## src/sdid_pkg.sv

```systemverilog
// Package for the servo drive input decoder: register map, fields, codes
package sdid_pkg;

  // ----------------------------------------------------------------
  // Register byte offsets
  // ----------------------------------------------------------------
  localparam logic [7:0] ADDR_CTRL = 8'h00; // Mode settings
  localparam logic [7:0] ADDR_INSEL0 = 8'h04; // First pin selector, five more follow
  localparam logic [7:0] ADDR_STATUS = 8'h1C; // Decoded function levels
  localparam logic [7:0] ADDR_ALARM = 8'h20; // Alarm state and code
  localparam logic [7:0] ADDR_INT_STAT = 8'h24; // Sticky events, write one to clear
  localparam logic [7:0] ADDR_INT_MASK = 8'h28; // Event enables
  localparam logic [7:0] ADDR_STEP = 8'h04; // Word spacing

  // ----------------------------------------------------------------
  // Input functions that a general pin can carry
  // ----------------------------------------------------------------
  localparam int NUM_PINS = 6;
  localparam int NUM_FN = 14;
  localparam logic [3:0] FN_NONE = 4'h0;
  localparam logic [3:0] FN_DRIVE_EN = 4'h1;
  localparam logic [3:0] FN_ALARM_CLR = 4'h2;
  localparam logic [3:0] FN_DEV_CLR = 4'h3;
  localparam logic [3:0] FN_INHIBIT = 4'h4;
  localparam logic [3:0] FN_NEG_LIMIT = 4'h5;
  localparam logic [3:0] FN_POS_LIMIT = 4'h6;
  localparam logic [3:0] FN_SCALE_A = 4'h7;
  localparam logic [3:0] FN_SCALE_B = 4'h8;
  localparam logic [3:0] FN_DAMP_A = 4'h9;
  localparam logic [3:0] FN_DAMP_B = 4'hA;
  localparam logic [3:0] FN_GAIN = 4'hB;
  localparam logic [3:0] FN_TORQUE = 4'hC;
  localparam logic [3:0] FN_FORCED = 4'hD;
  localparam int PIN_DEV_CLR = 2; // Third general input, fixed function
  localparam int PIN_INHIBIT = 3; // Fourth general input, fixed function

  // ----------------------------------------------------------------
  // Mode encodings and reset values
  // ----------------------------------------------------------------
  localparam logic [1:0] TRAVEL_RESTRICT = 2'h0; // Block motion toward the limit
  localparam logic [1:0] TRAVEL_IGNORE = 2'h1; // Limit inputs have no effect
  localparam logic [1:0] TRAVEL_ALARM = 2'h2; // Limit raises an alarm
  localparam logic [1:0] CLR_LEVEL = 2'h0; // Clear while input is on
  localparam logic [1:0] CLR_EDGE = 2'h1; // Clear on rising edge
  localparam logic [1:0] CLR_OFF = 2'h2; // Clear input disabled

  // Alarm codes: main number in bits 11:4, sub number in 3:0
  localparam logic [11:0] ALM_FORCED = 12'h570; // 87.0
  localparam logic [11:0] ALM_TRAVEL = 12'h260; // 38.0

  // Event bits
  localparam int EV_ALARM = 0;
  localparam int EV_DEV_CLR = 1;
  localparam int EV_POS_LIM = 2;
  localparam int EV_NEG_LIM = 3;
  localparam int NUM_EV = 4;

  // ----------------------------------------------------------------
  // Register layouts
  // ----------------------------------------------------------------
  typedef struct packed {
    logic inhibit_invalidation; // Bit 5: one ignores the pulse inhibit
    logic [1:0] counter_clear_mode; // Bits 4:3
    logic [1:0] travel_inhibit_setting; // Bits 2:1
    logic line_driver_en; // Bit 0: accept line driver pulses
  } sdid_ctrl_t;

  localparam sdid_ctrl_t CTRL_RESET = '{inhibit_invalidation: 1'b1, counter_clear_mode: CLR_EDGE,
                                        travel_inhibit_setting: TRAVEL_IGNORE, line_driver_en: 1'b0};

  typedef struct packed {
    logic invert; // Bit 4: input active when off
    logic [3:0] func; // Bits 3:0
  } sdid_insel_t;

  typedef struct packed {
    logic [NUM_FN-1:0] fn_level; // One bit per function
  } sdid_status_t;

endpackage // sdid_pkg

```

## src/sdid_decoder.sv

```systemverilog
// Servo drive input decoder: pin mapping, command gating, alarm logic, APB registers
//
// Functional notes
// - Line driver pulses ignored at default setting
// - Drive enable input switches motor power
// - Positive limit acts per travel setting
// - Negative limit acts per travel setting
// - Deviation clear on edges, mode selectable
// - Alarm clear input, some alarms latched
// - Inhibit blocks pulses when invalidation zero
// - Two scaling selectors pick numerator
// - Two damping selectors form frequency code
// - Gain selector picks first or second
// - Torque selector picks first or second limit
// - Forced alarm input raises code 87.0
// - Six selectors map function and sense
// - Clear fixed on pin three, inhibit four
// - Selector pin p defaults to function p+1
// - Alarm output on normally, off on alarm
//
// Register access over APB and the register addresses were chosen for this implementation.
module sdid_decoder #(
  parameter int PINS = sdid_pkg::NUM_PINS
) (
  input wire logic clk,
  input wire logic nrst,
  // APB slave
  input wire logic psel,
  input wire logic penable,
  input wire logic pwrite,
  input wire logic [7:0] paddr,
  input wire logic [31:0] pwdata,
  output logic [31:0] prdata,
  output logic pready,
  output logic pslverr,
  // Pins
  input wire logic [PINS-1:0] general_in,
  input wire logic cmd_pulse_pos,
  input wire logic cmd_pulse_neg,
  input wire logic cmd_dir_pos,
  input wire logic cmd_dir_neg,
  // Drive fault sources outside this block
  input wire logic fault_req,
  input wire logic [11:0] fault_code,
  input wire logic fault_clearable,
  // Decoded outputs
  output logic motor_power_en,
  output logic cmd_step,
  output logic cmd_step_dir,
  output logic stop_pos,
  output logic stop_neg,
  output logic deviation_clear,
  output logic [1:0] scaling_sel,
  output logic [1:0] damping_sel,
  output logic gain_sel,
  output logic torque_limit_sel,
  output logic alarm_out,
  output logic [11:0] alarm_code,
  output logic irq
);

  // ----------------------------------------------------------------
  // Declarations
  // ----------------------------------------------------------------
  localparam int NSYNC = PINS + 4; // Pins plus four command lines
  logic [NSYNC-1:0] sync_a; // First stage, read only by second
  logic [NSYNC-1:0] sync_b; // Second stage
  logic [PINS-1:0] pin_s; // Synchronised general pins
  logic pulse_s; // Synchronised command pulse
  logic dir_s; // Synchronised direction
  logic pulse_d; // Previous pulse level
  sdid_pkg::sdid_ctrl_t ctrl; // Mode register
  sdid_pkg::sdid_insel_t insel [PINS]; // Pin selectors
  sdid_pkg::sdid_insel_t insel_eff [PINS]; // Selectors after fixed pins
  sdid_pkg::sdid_status_t status; // Function levels
  sdid_pkg::sdid_status_t status_d; // Previous levels for edges
  logic [sdid_pkg::NUM_EV-1:0] int_stat; // Sticky events
  logic [sdid_pkg::NUM_EV-1:0] int_mask; // Event enables
  logic [sdid_pkg::NUM_EV-1:0] ev; // Events this cycle
  logic alarm_active; // Alarm state
  logic alarm_fixed; // Alarm cannot be cleared by input
  logic raise; // Some alarm source requests now
  logic [11:0] raise_code; // Code of the winning source
  logic raise_fixed; // Winning source latches
  logic clr_edge; // Alarm clear rising edge
  logic dev_edge; // Deviation clear rising edge
  logic wr; // APB write access
  logic rd; // APB read access
  logic hit; // Address is mapped
  logic [31:0] rdata; // Read mux
  logic [PINS-1:0] insel_hit; // Selector decode

  // ----------------------------------------------------------------
  // Input synchronisers
  // ----------------------------------------------------------------
  // two flop stages
  always_ff @(posedge clk or negedge nrst)
  begin
    if (!nrst)
    begin
      sync_a <= '0;
      sync_b <= '0;
    end
    else
    begin
      sync_a <= {cmd_dir_neg, cmd_dir_pos, cmd_pulse_neg, cmd_pulse_pos, general_in};
      sync_b <= sync_a;
    end
  end

  assign pin_s = sync_b[PINS-1:0];

  // Line driver pair read differentially: high only when the positive line is high and the negative line low
  assign pulse_s = sync_b[PINS] & ~sync_b[PINS+1];
  assign dir_s = sync_b[PINS+2] & ~sync_b[PINS+3];

  // ----------------------------------------------------------------
  // Function mapping
  // ----------------------------------------------------------------
  // fixed pins keep their function, only sense may change
  always_comb
  begin
    for (int p = 0; p < PINS; p++)
    begin
      insel_eff[p] = insel[p];
      if (p == sdid_pkg::PIN_DEV_CLR)
        insel_eff[p].func = sdid_pkg::FN_DEV_CLR;
      else if (p == sdid_pkg::PIN_INHIBIT)
        insel_eff[p].func = sdid_pkg::FN_INHIBIT;
      else if (insel[p].func == sdid_pkg::FN_DEV_CLR || insel[p].func == sdid_pkg::FN_INHIBIT)
        insel_eff[p].func = sdid_pkg::FN_NONE;
      else
        insel_eff[p].func = insel[p].func;
    end
  end

  // each function is on when any pin mapped to it is active
  for (genvar f = 0; f < sdid_pkg::NUM_FN; f++)
  begin : g_fn
    always_comb
    begin
      status.fn_level[f] = 1'b0;
      if (f != 0)
      begin
        for (int p = 0; p < PINS; p++)
        begin
          if (insel_eff[p].func == 4'(f))
            status.fn_level[f] = status.fn_level[f] | (pin_s[p] ^ insel_eff[p].invert);
        end
      end
    end
  end

  // Previous levels for edge detection
  always_ff @(posedge clk or negedge nrst)
  begin
    if (!nrst)
    begin
      status_d <= '0;
      pulse_d <= 1'b0;
    end
    else
    begin
      status_d <= status;
      pulse_d <= pulse_s;
    end
  end

  assign clr_edge = status.fn_level[sdid_pkg::FN_ALARM_CLR] & ~status_d.fn_level[sdid_pkg::FN_ALARM_CLR];
  assign dev_edge = status.fn_level[sdid_pkg::FN_DEV_CLR] & ~status_d.fn_level[sdid_pkg::FN_DEV_CLR];

  // ----------------------------------------------------------------
  // Alarm sources
  // ----------------------------------------------------------------
  // Forced alarm wins over travel, travel over outside faults
  always_comb
  begin
    raise = 1'b1;
    raise_code = sdid_pkg::ALM_FORCED;
    raise_fixed = 1'b0;
    if (status.fn_level[sdid_pkg::FN_FORCED])
      raise_code = sdid_pkg::ALM_FORCED;
    else if (ctrl.travel_inhibit_setting == sdid_pkg::TRAVEL_ALARM &&
             (status.fn_level[sdid_pkg::FN_POS_LIMIT] || status.fn_level[sdid_pkg::FN_NEG_LIMIT]))
      raise_code = sdid_pkg::ALM_TRAVEL;
    else if (fault_req)
    begin
      raise_code = fault_code;
      raise_fixed = ~fault_clearable;
    end
    else
      raise = 1'b0;
  end

  // Alarm state; a request in the clear cycle keeps the alarm
  always_ff @(posedge clk or negedge nrst)
  begin
    if (!nrst)
    begin
      alarm_active <= 1'b0;
      alarm_fixed <= 1'b0;
      alarm_code <= '0;
    end
    else if (raise && !alarm_active)
    begin
      alarm_active <= 1'b1;
      alarm_fixed <= raise_fixed;
      alarm_code <= raise_code;
    end
    else if (raise && raise_fixed)
      alarm_fixed <= 1'b1;
    // clear unless latched or still requested
    else if (alarm_active && clr_edge && !alarm_fixed && !raise)
    begin
      alarm_active <= 1'b0;
      alarm_code <= '0;
    end
  end

  // ----------------------------------------------------------------
  // Decoded outputs
  // ----------------------------------------------------------------
  // Motor power, limits, clear and selectors
  always_ff @(posedge clk or negedge nrst)
  begin
    if (!nrst)
    begin
      motor_power_en <= 1'b0;
      stop_pos <= 1'b0;
      stop_neg <= 1'b0;
      deviation_clear <= 1'b0;
      scaling_sel <= '0;
      damping_sel <= '0;
      gain_sel <= 1'b0;
      torque_limit_sel <= 1'b0;
      alarm_out <= 1'b0;
    end
    else
    begin
      // power follows drive enable, dropped under alarm
      motor_power_en <= status.fn_level[sdid_pkg::FN_DRIVE_EN] & ~alarm_active;
      stop_pos <= (ctrl.travel_inhibit_setting != sdid_pkg::TRAVEL_IGNORE) &
                  status.fn_level[sdid_pkg::FN_POS_LIMIT];
      stop_neg <= (ctrl.travel_inhibit_setting != sdid_pkg::TRAVEL_IGNORE) &
                  status.fn_level[sdid_pkg::FN_NEG_LIMIT];
      // clear by edge or level per mode
      case (ctrl.counter_clear_mode)
        sdid_pkg::CLR_LEVEL: deviation_clear <= status.fn_level[sdid_pkg::FN_DEV_CLR];
        sdid_pkg::CLR_EDGE: deviation_clear <= dev_edge;
        default: deviation_clear <= 1'b0;
      endcase
      scaling_sel <= {status.fn_level[sdid_pkg::FN_SCALE_B], status.fn_level[sdid_pkg::FN_SCALE_A]};
      damping_sel <= {status.fn_level[sdid_pkg::FN_DAMP_B], status.fn_level[sdid_pkg::FN_DAMP_A]};
      gain_sel <= status.fn_level[sdid_pkg::FN_GAIN];
      torque_limit_sel <= status.fn_level[sdid_pkg::FN_TORQUE];
      // on in normal state, off under alarm
      alarm_out <= ~alarm_active;
    end
  end

  // Command pulse stepping
  always_ff @(posedge clk or negedge nrst)
  begin
    if (!nrst)
    begin
      cmd_step <= 1'b0;
      cmd_step_dir <= 1'b0;
    end
    else
    begin
      // direction held while line driver off
      if (ctrl.line_driver_en)
        cmd_step_dir <= dir_s;
      // ignored unless line driver input enabled
      // inhibit blocks pulses when invalidation is zero
      cmd_step <= ctrl.line_driver_en & pulse_s & ~pulse_d & ~alarm_active &
                  ~(status.fn_level[sdid_pkg::FN_INHIBIT] & ~ctrl.inhibit_invalidation) &
                  ~(dir_s ? stop_pos : stop_neg);
    end
  end

  // ----------------------------------------------------------------
  // Interrupts
  // ----------------------------------------------------------------
  assign ev[sdid_pkg::EV_ALARM] = raise & ~alarm_active;
  assign ev[sdid_pkg::EV_DEV_CLR] = dev_edge;
  assign ev[sdid_pkg::EV_POS_LIM] = status.fn_level[sdid_pkg::FN_POS_LIMIT] &
                                    ~status_d.fn_level[sdid_pkg::FN_POS_LIMIT];
  assign ev[sdid_pkg::EV_NEG_LIM] = status.fn_level[sdid_pkg::FN_NEG_LIMIT] &
                                    ~status_d.fn_level[sdid_pkg::FN_NEG_LIMIT];

  // Sticky status; a new event wins over a write-one clear
  always_ff @(posedge clk or negedge nrst)
  begin
    if (!nrst)
      int_stat <= '0;
    else if (wr && paddr == sdid_pkg::ADDR_INT_STAT)
      int_stat <= (int_stat & ~pwdata[sdid_pkg::NUM_EV-1:0]) | ev;
    else
      int_stat <= int_stat | ev;
  end

  // Level interrupt
  always_ff @(posedge clk or negedge nrst)
  begin
    if (!nrst)
      irq <= 1'b0;
    else
      irq <= |(int_stat & int_mask);
  end

  // ----------------------------------------------------------------
  // APB slave
  // ----------------------------------------------------------------
  assign wr = psel & penable & pwrite;
  assign rd = psel & penable & ~pwrite;
  assign pready = 1'b1;

  for (genvar p = 0; p < PINS; p++)
  begin : g_insel
    assign insel_hit[p] = (paddr == 8'(sdid_pkg::ADDR_INSEL0 + p * sdid_pkg::ADDR_STEP));

    // Selector register; default maps pin p to the (p+1)-th basic function
    // selector p starts at function p+1, not inverted
    always_ff @(posedge clk or negedge nrst)
    begin
      if (!nrst)
      begin
        insel[p].invert <= 1'b0;
        insel[p].func <= 4'(p + 1);
      end
      else if (wr && insel_hit[p])
        insel[p] <= pwdata[4:0];
    end
  end

  // Control register
  always_ff @(posedge clk or negedge nrst)
  begin
    if (!nrst)
    begin
      ctrl <= sdid_pkg::CTRL_RESET;
      int_mask <= '0;
    end
    else if (wr && paddr == sdid_pkg::ADDR_CTRL)
      ctrl <= pwdata[5:0];
    else if (wr && paddr == sdid_pkg::ADDR_INT_MASK)
      int_mask <= pwdata[sdid_pkg::NUM_EV-1:0];
  end

  // Read mux and address decode
  always_comb
  begin
    rdata = '0;
    hit = 1'b1;
    case (paddr)
      sdid_pkg::ADDR_CTRL: rdata = {26'h0, ctrl};
      sdid_pkg::ADDR_STATUS: rdata = {18'h0, status};
      sdid_pkg::ADDR_ALARM: rdata = {18'h0, alarm_fixed, alarm_active, alarm_code};
      sdid_pkg::ADDR_INT_STAT: rdata = {28'h0, int_stat};
      sdid_pkg::ADDR_INT_MASK: rdata = {28'h0, int_mask};
      default:
      begin
        hit = |insel_hit;
        for (int p = 0; p < PINS; p++)
        begin
          if (insel_hit[p])
            rdata = {27'h0, insel[p]};
        end
      end
    endcase
  end

  assign pslverr = psel & penable & ~hit;
  assign prdata = (rd && hit) ? rdata : 32'h0000_0000;

endmodule // sdid_decoder

```

## config.mk

```make
export PLATFORM = sky130hd
export DESIGN_NAME = sdid_decoder
export DESIGN_NICKNAME = d
export VERILOG_FILES = /design/src/sdid_pkg.sv /design/src/sdid_decoder.sv
export SDC_FILE = /design/constraint.sdc
export NUM_CORES = 1
export LEC_CHECK = 0
export ABC_AREA = 0
export ABC_CLOCK_PERIOD_IN_PS = 2800
export BUFFER_PORTS_ARGS = -buffer_cell sky130_fd_sc_hd__buf_2
export CAP_MARGIN = 10
export CELL_PAD_IN_SITES_DETAIL_PLACEMENT = 1
export CELL_PAD_IN_SITES_GLOBAL_PLACEMENT = 1
export CORE_MARGIN = 2
export CORE_UTILIZATION = 41
export CTS_CLUSTER_DIAMETER = 120
export DETAILED_ROUTE_END_ITERATION = 16
export PLACE_DENSITY_LB_ADDON = 0.08
export SYNTH_ARGS = -nofsm -noshare
export SYNTH_HDL_FRONTEND = slang
export SYNTH_SLANG_ARGS = --single-unit
```

## constraint.sdc

```tcl
create_clock -name clk -period 2.8 [get_ports clk]
set_input_delay 0.14 -clock clk [delete_from_list [all_inputs] [get_ports clk]]
set_output_delay 0.14 -clock clk [all_outputs]
set_load 0.01 [all_outputs]
```

* Word-level counts from Yosys, hierarchy flattened
Cells that the tools add are included.
W data, S select, Z words.
** Word-level totals
- Bits in registers :: 99
- Latch bits :: 0
- RAM bits :: 0
- ROM bits :: 0
- Input bits :: 69
- Output and inout bits :: 60
- Word-level logic and storage cells :: 316
- Memories kept :: 0
** Operators by class
- $add $sub $neg :: 0
- Multipliers :: 0
- Div/mod/pow operators :: 0
- Magnitude comparators :: 0
- Equality and inequality tests :: 74
- Shifts and indexed selects :: 0
- Muxes and demuxes :: 85
- Bitwise logic cells :: 87
- Reduce and logical (&&, ||, !) cells :: 33
** Operators with widths (number)
- $mux W32 :: 6
- $pmux W32 S5 :: 1
- $eq A4 B4 Y1 const B :: 24
- $eq A4 B3 Y1 const B :: 20
- $mux W12 :: 6
- $mux W1 :: 65
- $eq A4 B2 Y1 const B :: 12
- $or A1 B1 Y1 :: 41
- $eq A8 B5 Y1 const B :: 4
- $eq A8 B6 Y1 const B :: 3
- $and A1 B1 Y1 :: 20
- $mux W4 :: 5
- $eq A4 B1 Y1 const B :: 4
- $eq A8 B4 Y1 const B :: 2
- $logic_and A1 B1 Y1 :: 16
- $not A1 Y1 :: 15
- $and A4 B4 Y4 :: 2
- $eq A8 B3 Y1 const B :: 1
- $logic_not A8 Y1 :: 1
- $or A4 B4 Y4 :: 2
- $reduce_or A6 Y1 :: 1
- $xor A1 B1 Y1 :: 6
- $logic_or A1 B1 Y1 :: 5
- $mux W5 :: 1
- 12 further kinds :: 16

* Longest topological paths before layout
- Depth in word-level cells :: 20
- Depth in mapped cells :: 8
- Gate-level depth less buffers :: 7

* Least setup slack after synthesis
OpenSTA, ideal clock, no wires.
- Kind :: register -> register
- Start :: register insel[4] (netlist bit)
- End :: register alarm_code[5]
- Setup time :: 142 ps
- Data arrival time :: 2004 ps
- Required time :: 2658 ps
- Setup slack :: 653 ps
- Stages on the path, launching flop included :: 8
- Path buffers :: 1
- Period minus slack after synthesis :: 2147 ps
- Cell sequence :: dfrtp_1 -> xor2_1 -> and3_4 -> a31o_4 -> o311a_4 -> buf_6 -> nor4_4 -> a22oi_1
** On the way
- Cells in the longest elaborated chain, start to end :: 11
- Elaborated cells between the ends (all ways) :: 28
- Classes of those cells :: eq/ne (1); mux (11); bitwise (6); reduce/logical (10)
** Ends and longest elaborated chain
- from (decl) :: RTL line sdid_decoder.sv:73 : sdid_pkg::sdid_insel_t insel [PINS];
- from (signal, indexed assignment) :: RTL line sdid_decoder.sv:333 : insel[p] <= pwdata[4:0];
- $xor A1 B1 Y1 * :: RTL line sdid_decoder.sv:148 : status.fn_level[f] = status.fn_level[f] | (pin_s[p] ^ insel_eff[p].invert);
- $or A1 B1 Y1 :: RTL line sdid_decoder.sv:148
- $mux W1 :: RTL line sdid_decoder.sv:147 : if (insel_eff[p].func == 4'(f))
- $logic_or A1 B1 Y1 :: RTL line sdid_decoder.sv:184 : (status.fn_level[sdid_pkg::FN_POS_LIMIT] || status.fn_level[sdid_pkg::FN_NEG_LIMIT]))
- $logic_and A1 B1 Y1 :: RTL line sdid_decoder.sv:183 : else if (ctrl.travel_inhibit_setting == sdid_pkg::TRAVEL_ALARM &&
- $mux W1 :: RTL line sdid_decoder.sv:183
- $mux W1 :: RTL line sdid_decoder.sv:181 : if (status.fn_level[sdid_pkg::FN_FORCED])
- $logic_not A1 Y1 :: RTL line sdid_decoder.sv:213 : else if (alarm_active && clr_edge && !alarm_fixed && !raise)
- $logic_and A1 B1 Y1 :: RTL line sdid_decoder.sv:213
- $reduce_bool A2 Y1 (no source line)
- $reduce_and A2 Y1 (no source line)
- to (signal assigned) :: RTL line sdid_decoder.sv:208 : alarm_code <= raise_code;
- to (decl) :: RTL line sdid_decoder.sv:58 : output logic [11:0] alarm_code,
Every way passes the cells marked *; elsewhere a longest branch is shown, timed or not.
A chain may end at the register's enable or synchronous reset.

* Worst setup path in the final report
- Start :: register insel[29] (netlist bit)
- End :: output port prdata[1]
** On the way
- Cells in the longest elaborated chain, start to end :: 10
** Ends and longest elaborated chain
- $xor A1 B1 Y1 * :: RTL line sdid_decoder.sv:148
- $mux W1 * :: RTL line sdid_decoder.sv:147
- $or A1 B1 Y1 :: RTL line sdid_decoder.sv:148
- $mux W1 * :: RTL line sdid_decoder.sv:147
- $or A1 B1 Y1 :: RTL line sdid_decoder.sv:148
- $mux W1 * :: RTL line sdid_decoder.sv:147
- $or A1 B1 Y1 :: RTL line sdid_decoder.sv:148
- $mux W1 * :: RTL line sdid_decoder.sv:147
- $pmux W32 S5 * :: RTL line sdid_decoder.sv:356 : case (paddr)
- $mux W32 * :: RTL line sdid_decoder.sv:375 : assign prdata = (rd && hit) ? rdata : 32'h0000_0000;
- to (decl) :: RTL line sdid_decoder.sv:33 : output logic [31:0] prdata,
Marked as above.

==> flow_metrics.tcl <==
set metrics [dict create \
    maxCapViolCount 0 \
    clk_pin_slew_ps 70 \
    insertedDiodeCount 0 \
    grt_max_degree 57 \
    cts_tree "built" \
    drt_iter0_drc 251 \
    routed_via_density 5.599 \
    ys_warn_count 0 \
    grt_pass1_vias 4179 \
    die_area_um2 12940 \
    synthAdderAreaFrac_pct 0.2026 \
    holdPathStages 2 \
    grtUsageTotal_pct 23.65 \
    final_nets 625 \
    start_util_pct 41.65 \
    async_flop_share_pct 100.0 \
    critical_path_required_ps 2660 \
    synth.distinct_cells 64 \
    synth_top_cell_by_area "dfrtp_1" \
    via_count 3964 \
    cts_resized 0 \
    synth_ff_type "dfrtp_1" \
    worstHoldStart "fault_code[2]" \
    overflow 0 \
    clock_skew_ps 5.866 \
    ys_seq_area_share_pct 49.44 \
    setup_viol 0 \
    die_w_um 113.8 \
    slew_violations 0 \
    cts_root_buffer "clkbuf_16" \
    die_h_um 113.8 \
    synth_xor_area_share_pct 1.748 \
    antenna_found_initial 0 \
    cts.sinks 97 \
    cp-start-kind "flop" \
    synth-edff-count 0 \
    endpoint_kind "output pin" \
    grt_pass1_wl_mm 23.03 \
    synthCells 454 \
    rsz0062_at_grt "no" \
    pwr_density_cell_nw_per_um2 498.2 \
    worstHoldPathType "input port to flop" \
    whs_ps 11.36 \
    power_leakage_uw 0.002759 \
    r2r-start "insel[7]$_DFFE_PN1P_" \
    drtPass1Iterations 4 \
    yosysMostFrequentCell "dfrtp_1" \
    max_slew_margin_pct 50.89 \
    startpoint "insel[29]$_DFFE_PN0P_" \
    ys_seq_elements 97 \
    h-tree-depth 3 \
    netlist.area_leader.share_pct 43.06 \
    synthMuxAreaShare_pct 12.28 \
    clock_path_buffers 2 \
    synthTopCellsByArea "dfrtp_1 43%, mux2_2 10%, dfstp_2 6.4%" \
    status "completed" \
    port_buffers 83 \
    area_growth_syn_to_layout_pct 20.06 \
    tightest_slew_ps 736.7 \
    period_share_pct 94.41 \
    finalWirelength_mm 14.52 \
    tns_ps 0 \
    path_max_fanout 4 \
    drc 0 \
    cp.arrival_ps 2500 \
    synth_common_cells "85 x dfrtp_1, 45 x mux2_2, 31 x nand2_1" \
    insertion_delay_ps 350 \
    layout-drive-gt1-share_pct 33.87 \
    numCtsBuffers 9 \
    pin_count 129 \
    rr_worst_depth 7 \
    gp_congestion 0.8999 \
    dp_hpwl_mm 10.67 \
    worstSetupPathType "flop to output pin" \
    post-cts-setup-buffers 0 \
    hold_violations 0 \
    synth-simple-area-share_pct 16.13 \
    synth_top_family_by_area "simple AND/OR/NAND/NOR gates" \
    coreArea_um2 11860 \
    syn-cell-area_um2 4940 \
    synth-compound-area-share_pct 14.41 \
    ctsHoldBuffers 15 \
    row_count 40 \
    avgSynthCellArea_um2 10.88 \
    vdd_drop_max_mv 0.3686 \
    max_freq_mhz 378.3 \
    postRouteAntennaNets 0 \
    routedWlPerCell_um 20.51 \
    period_minus_slack_ps 2643 \
]
metal layers:
layer  track usage (%)  routed length [um]  vias up
met5                 0                   0        -
met3             5.207                 727       23
met1             30.65                6495     1984
li1                  -                   -     1841
met4             7.642                 325        0
met2             39.64                6969      116
state kept, by name, summed over array words and instances, names as in the netlist:
signal	flops
alarm_active	1
alarm_code	12
alarm_fixed	1
alarm_out	1
cmd_step	1
cmd_step_dir	1
ctrl	6
damping_sel	2
deviation_clear	1
gain_sel	1
insel	30
int_mask	4
int_stat	4
irq	1
motor_power_en	1
pulse_d	1
scaling_sel	2
status_d	4
stop_neg	1
stop_pos	1
sync_a	10
sync_b	10
torque_limit_sel	1
cell families (layout without fill, tap and decap cells):
kind of cell             Yosys count  count (layout)
AO/OA/AOI/OAI                     92              92
XOR/XNOR                           9               9
adder cells (fa/ha/maj)            1               1
buffers and inverters             51             141
flip-flops                        97              97
multiplexers                      55              55
other                              2              19
AND/OR/NAND/NOR                  147             147
cells in the final DEF, fill, tap and decap left out, drive strengths merged, types with 4 or more instances in the layout:
master        n
mux2i        10
a31oi         5
nand2        31
and3          4
nand3        11
nor2b        11
nor3         11
dlygate4sd3  15
buf          94
nor2         28
dfrtp        85
a32o          8
nand4        12
mux2         45
a21oi        11
or3           6
or2           4
o22ai         5
nor3b         4
inv          18
xnor2         6
clkbuf       10
a22oi        17
dfstp        12
nand2b       11
conb         19
o21ai        17
worst max-delay path, cell delays in order (launching register included):
cell	delay, ps
dfrtp_1	440
xnor2_1	190
or3_1	330
or3_1	320
and3_1	170
nand2b_1	170
a41oi_1	330
buf_2	200
power breakdown:
part	leakage, uW	total (uW)	switching [uW]	internal, uW
clock	0.000149	1260	539	720
combinational	0.00139	231	141	89.9
sequential	0.00123	1460	27.2	1440
total	0.00276	2950	707	2250
metrics by stage:
| stage | total power [uW] | instance area (um2) | cells | util, % | worst slack, ps |
|---|---|---|---|---|---|
| floorplan | 1604 | 5004 | 471 | - | 653.4 |
| global placement | 1701 | 5477 | 677 | 46.17 | 426.9 |
| detailed placement | 1706 | 5477 | 677 | 46.17 | 397.4 |
| CTS | 2995 | 5931 | 708 | 50.00 | 195.6 |
| global route | 3082 | 5931 | 708 | 50.00 | 28.93 |
| finish | 2954 | 5931 | 708 | 50.00 | 156.6 |
final timing paths:
check | endpoint | slack [ps]
worst min-delay path | alarm_code[2]$_DFFE_PN0P_ | 10
worst min register to register | sync_b[2]$_DFF_PN0_ | 350
worst max-delay path | prdata[1] | 160
max in group asynchronous | insel[7]$_DFFE_PN1P_ | 1570
min in group asynchronous | sync_b[0]$_DFF_PN0_ | 400
worst max register to register | alarm_code[0]$_DFFE_PN0P_ | 390
area by class of cell:
type | instances | area, um2
sequential | 97 | 2442
clock inverter | 6 | 65.06
fill | 1307 | 5931
multi-input combinational | 323 | 2290
tap | 147 | 183.9
inverter | 16 | 60.06
timing repair buffer | 109 | 650.6
clock buffer | 10 | 239.0
Note: power is estimated with default switching activity, not from simulation.
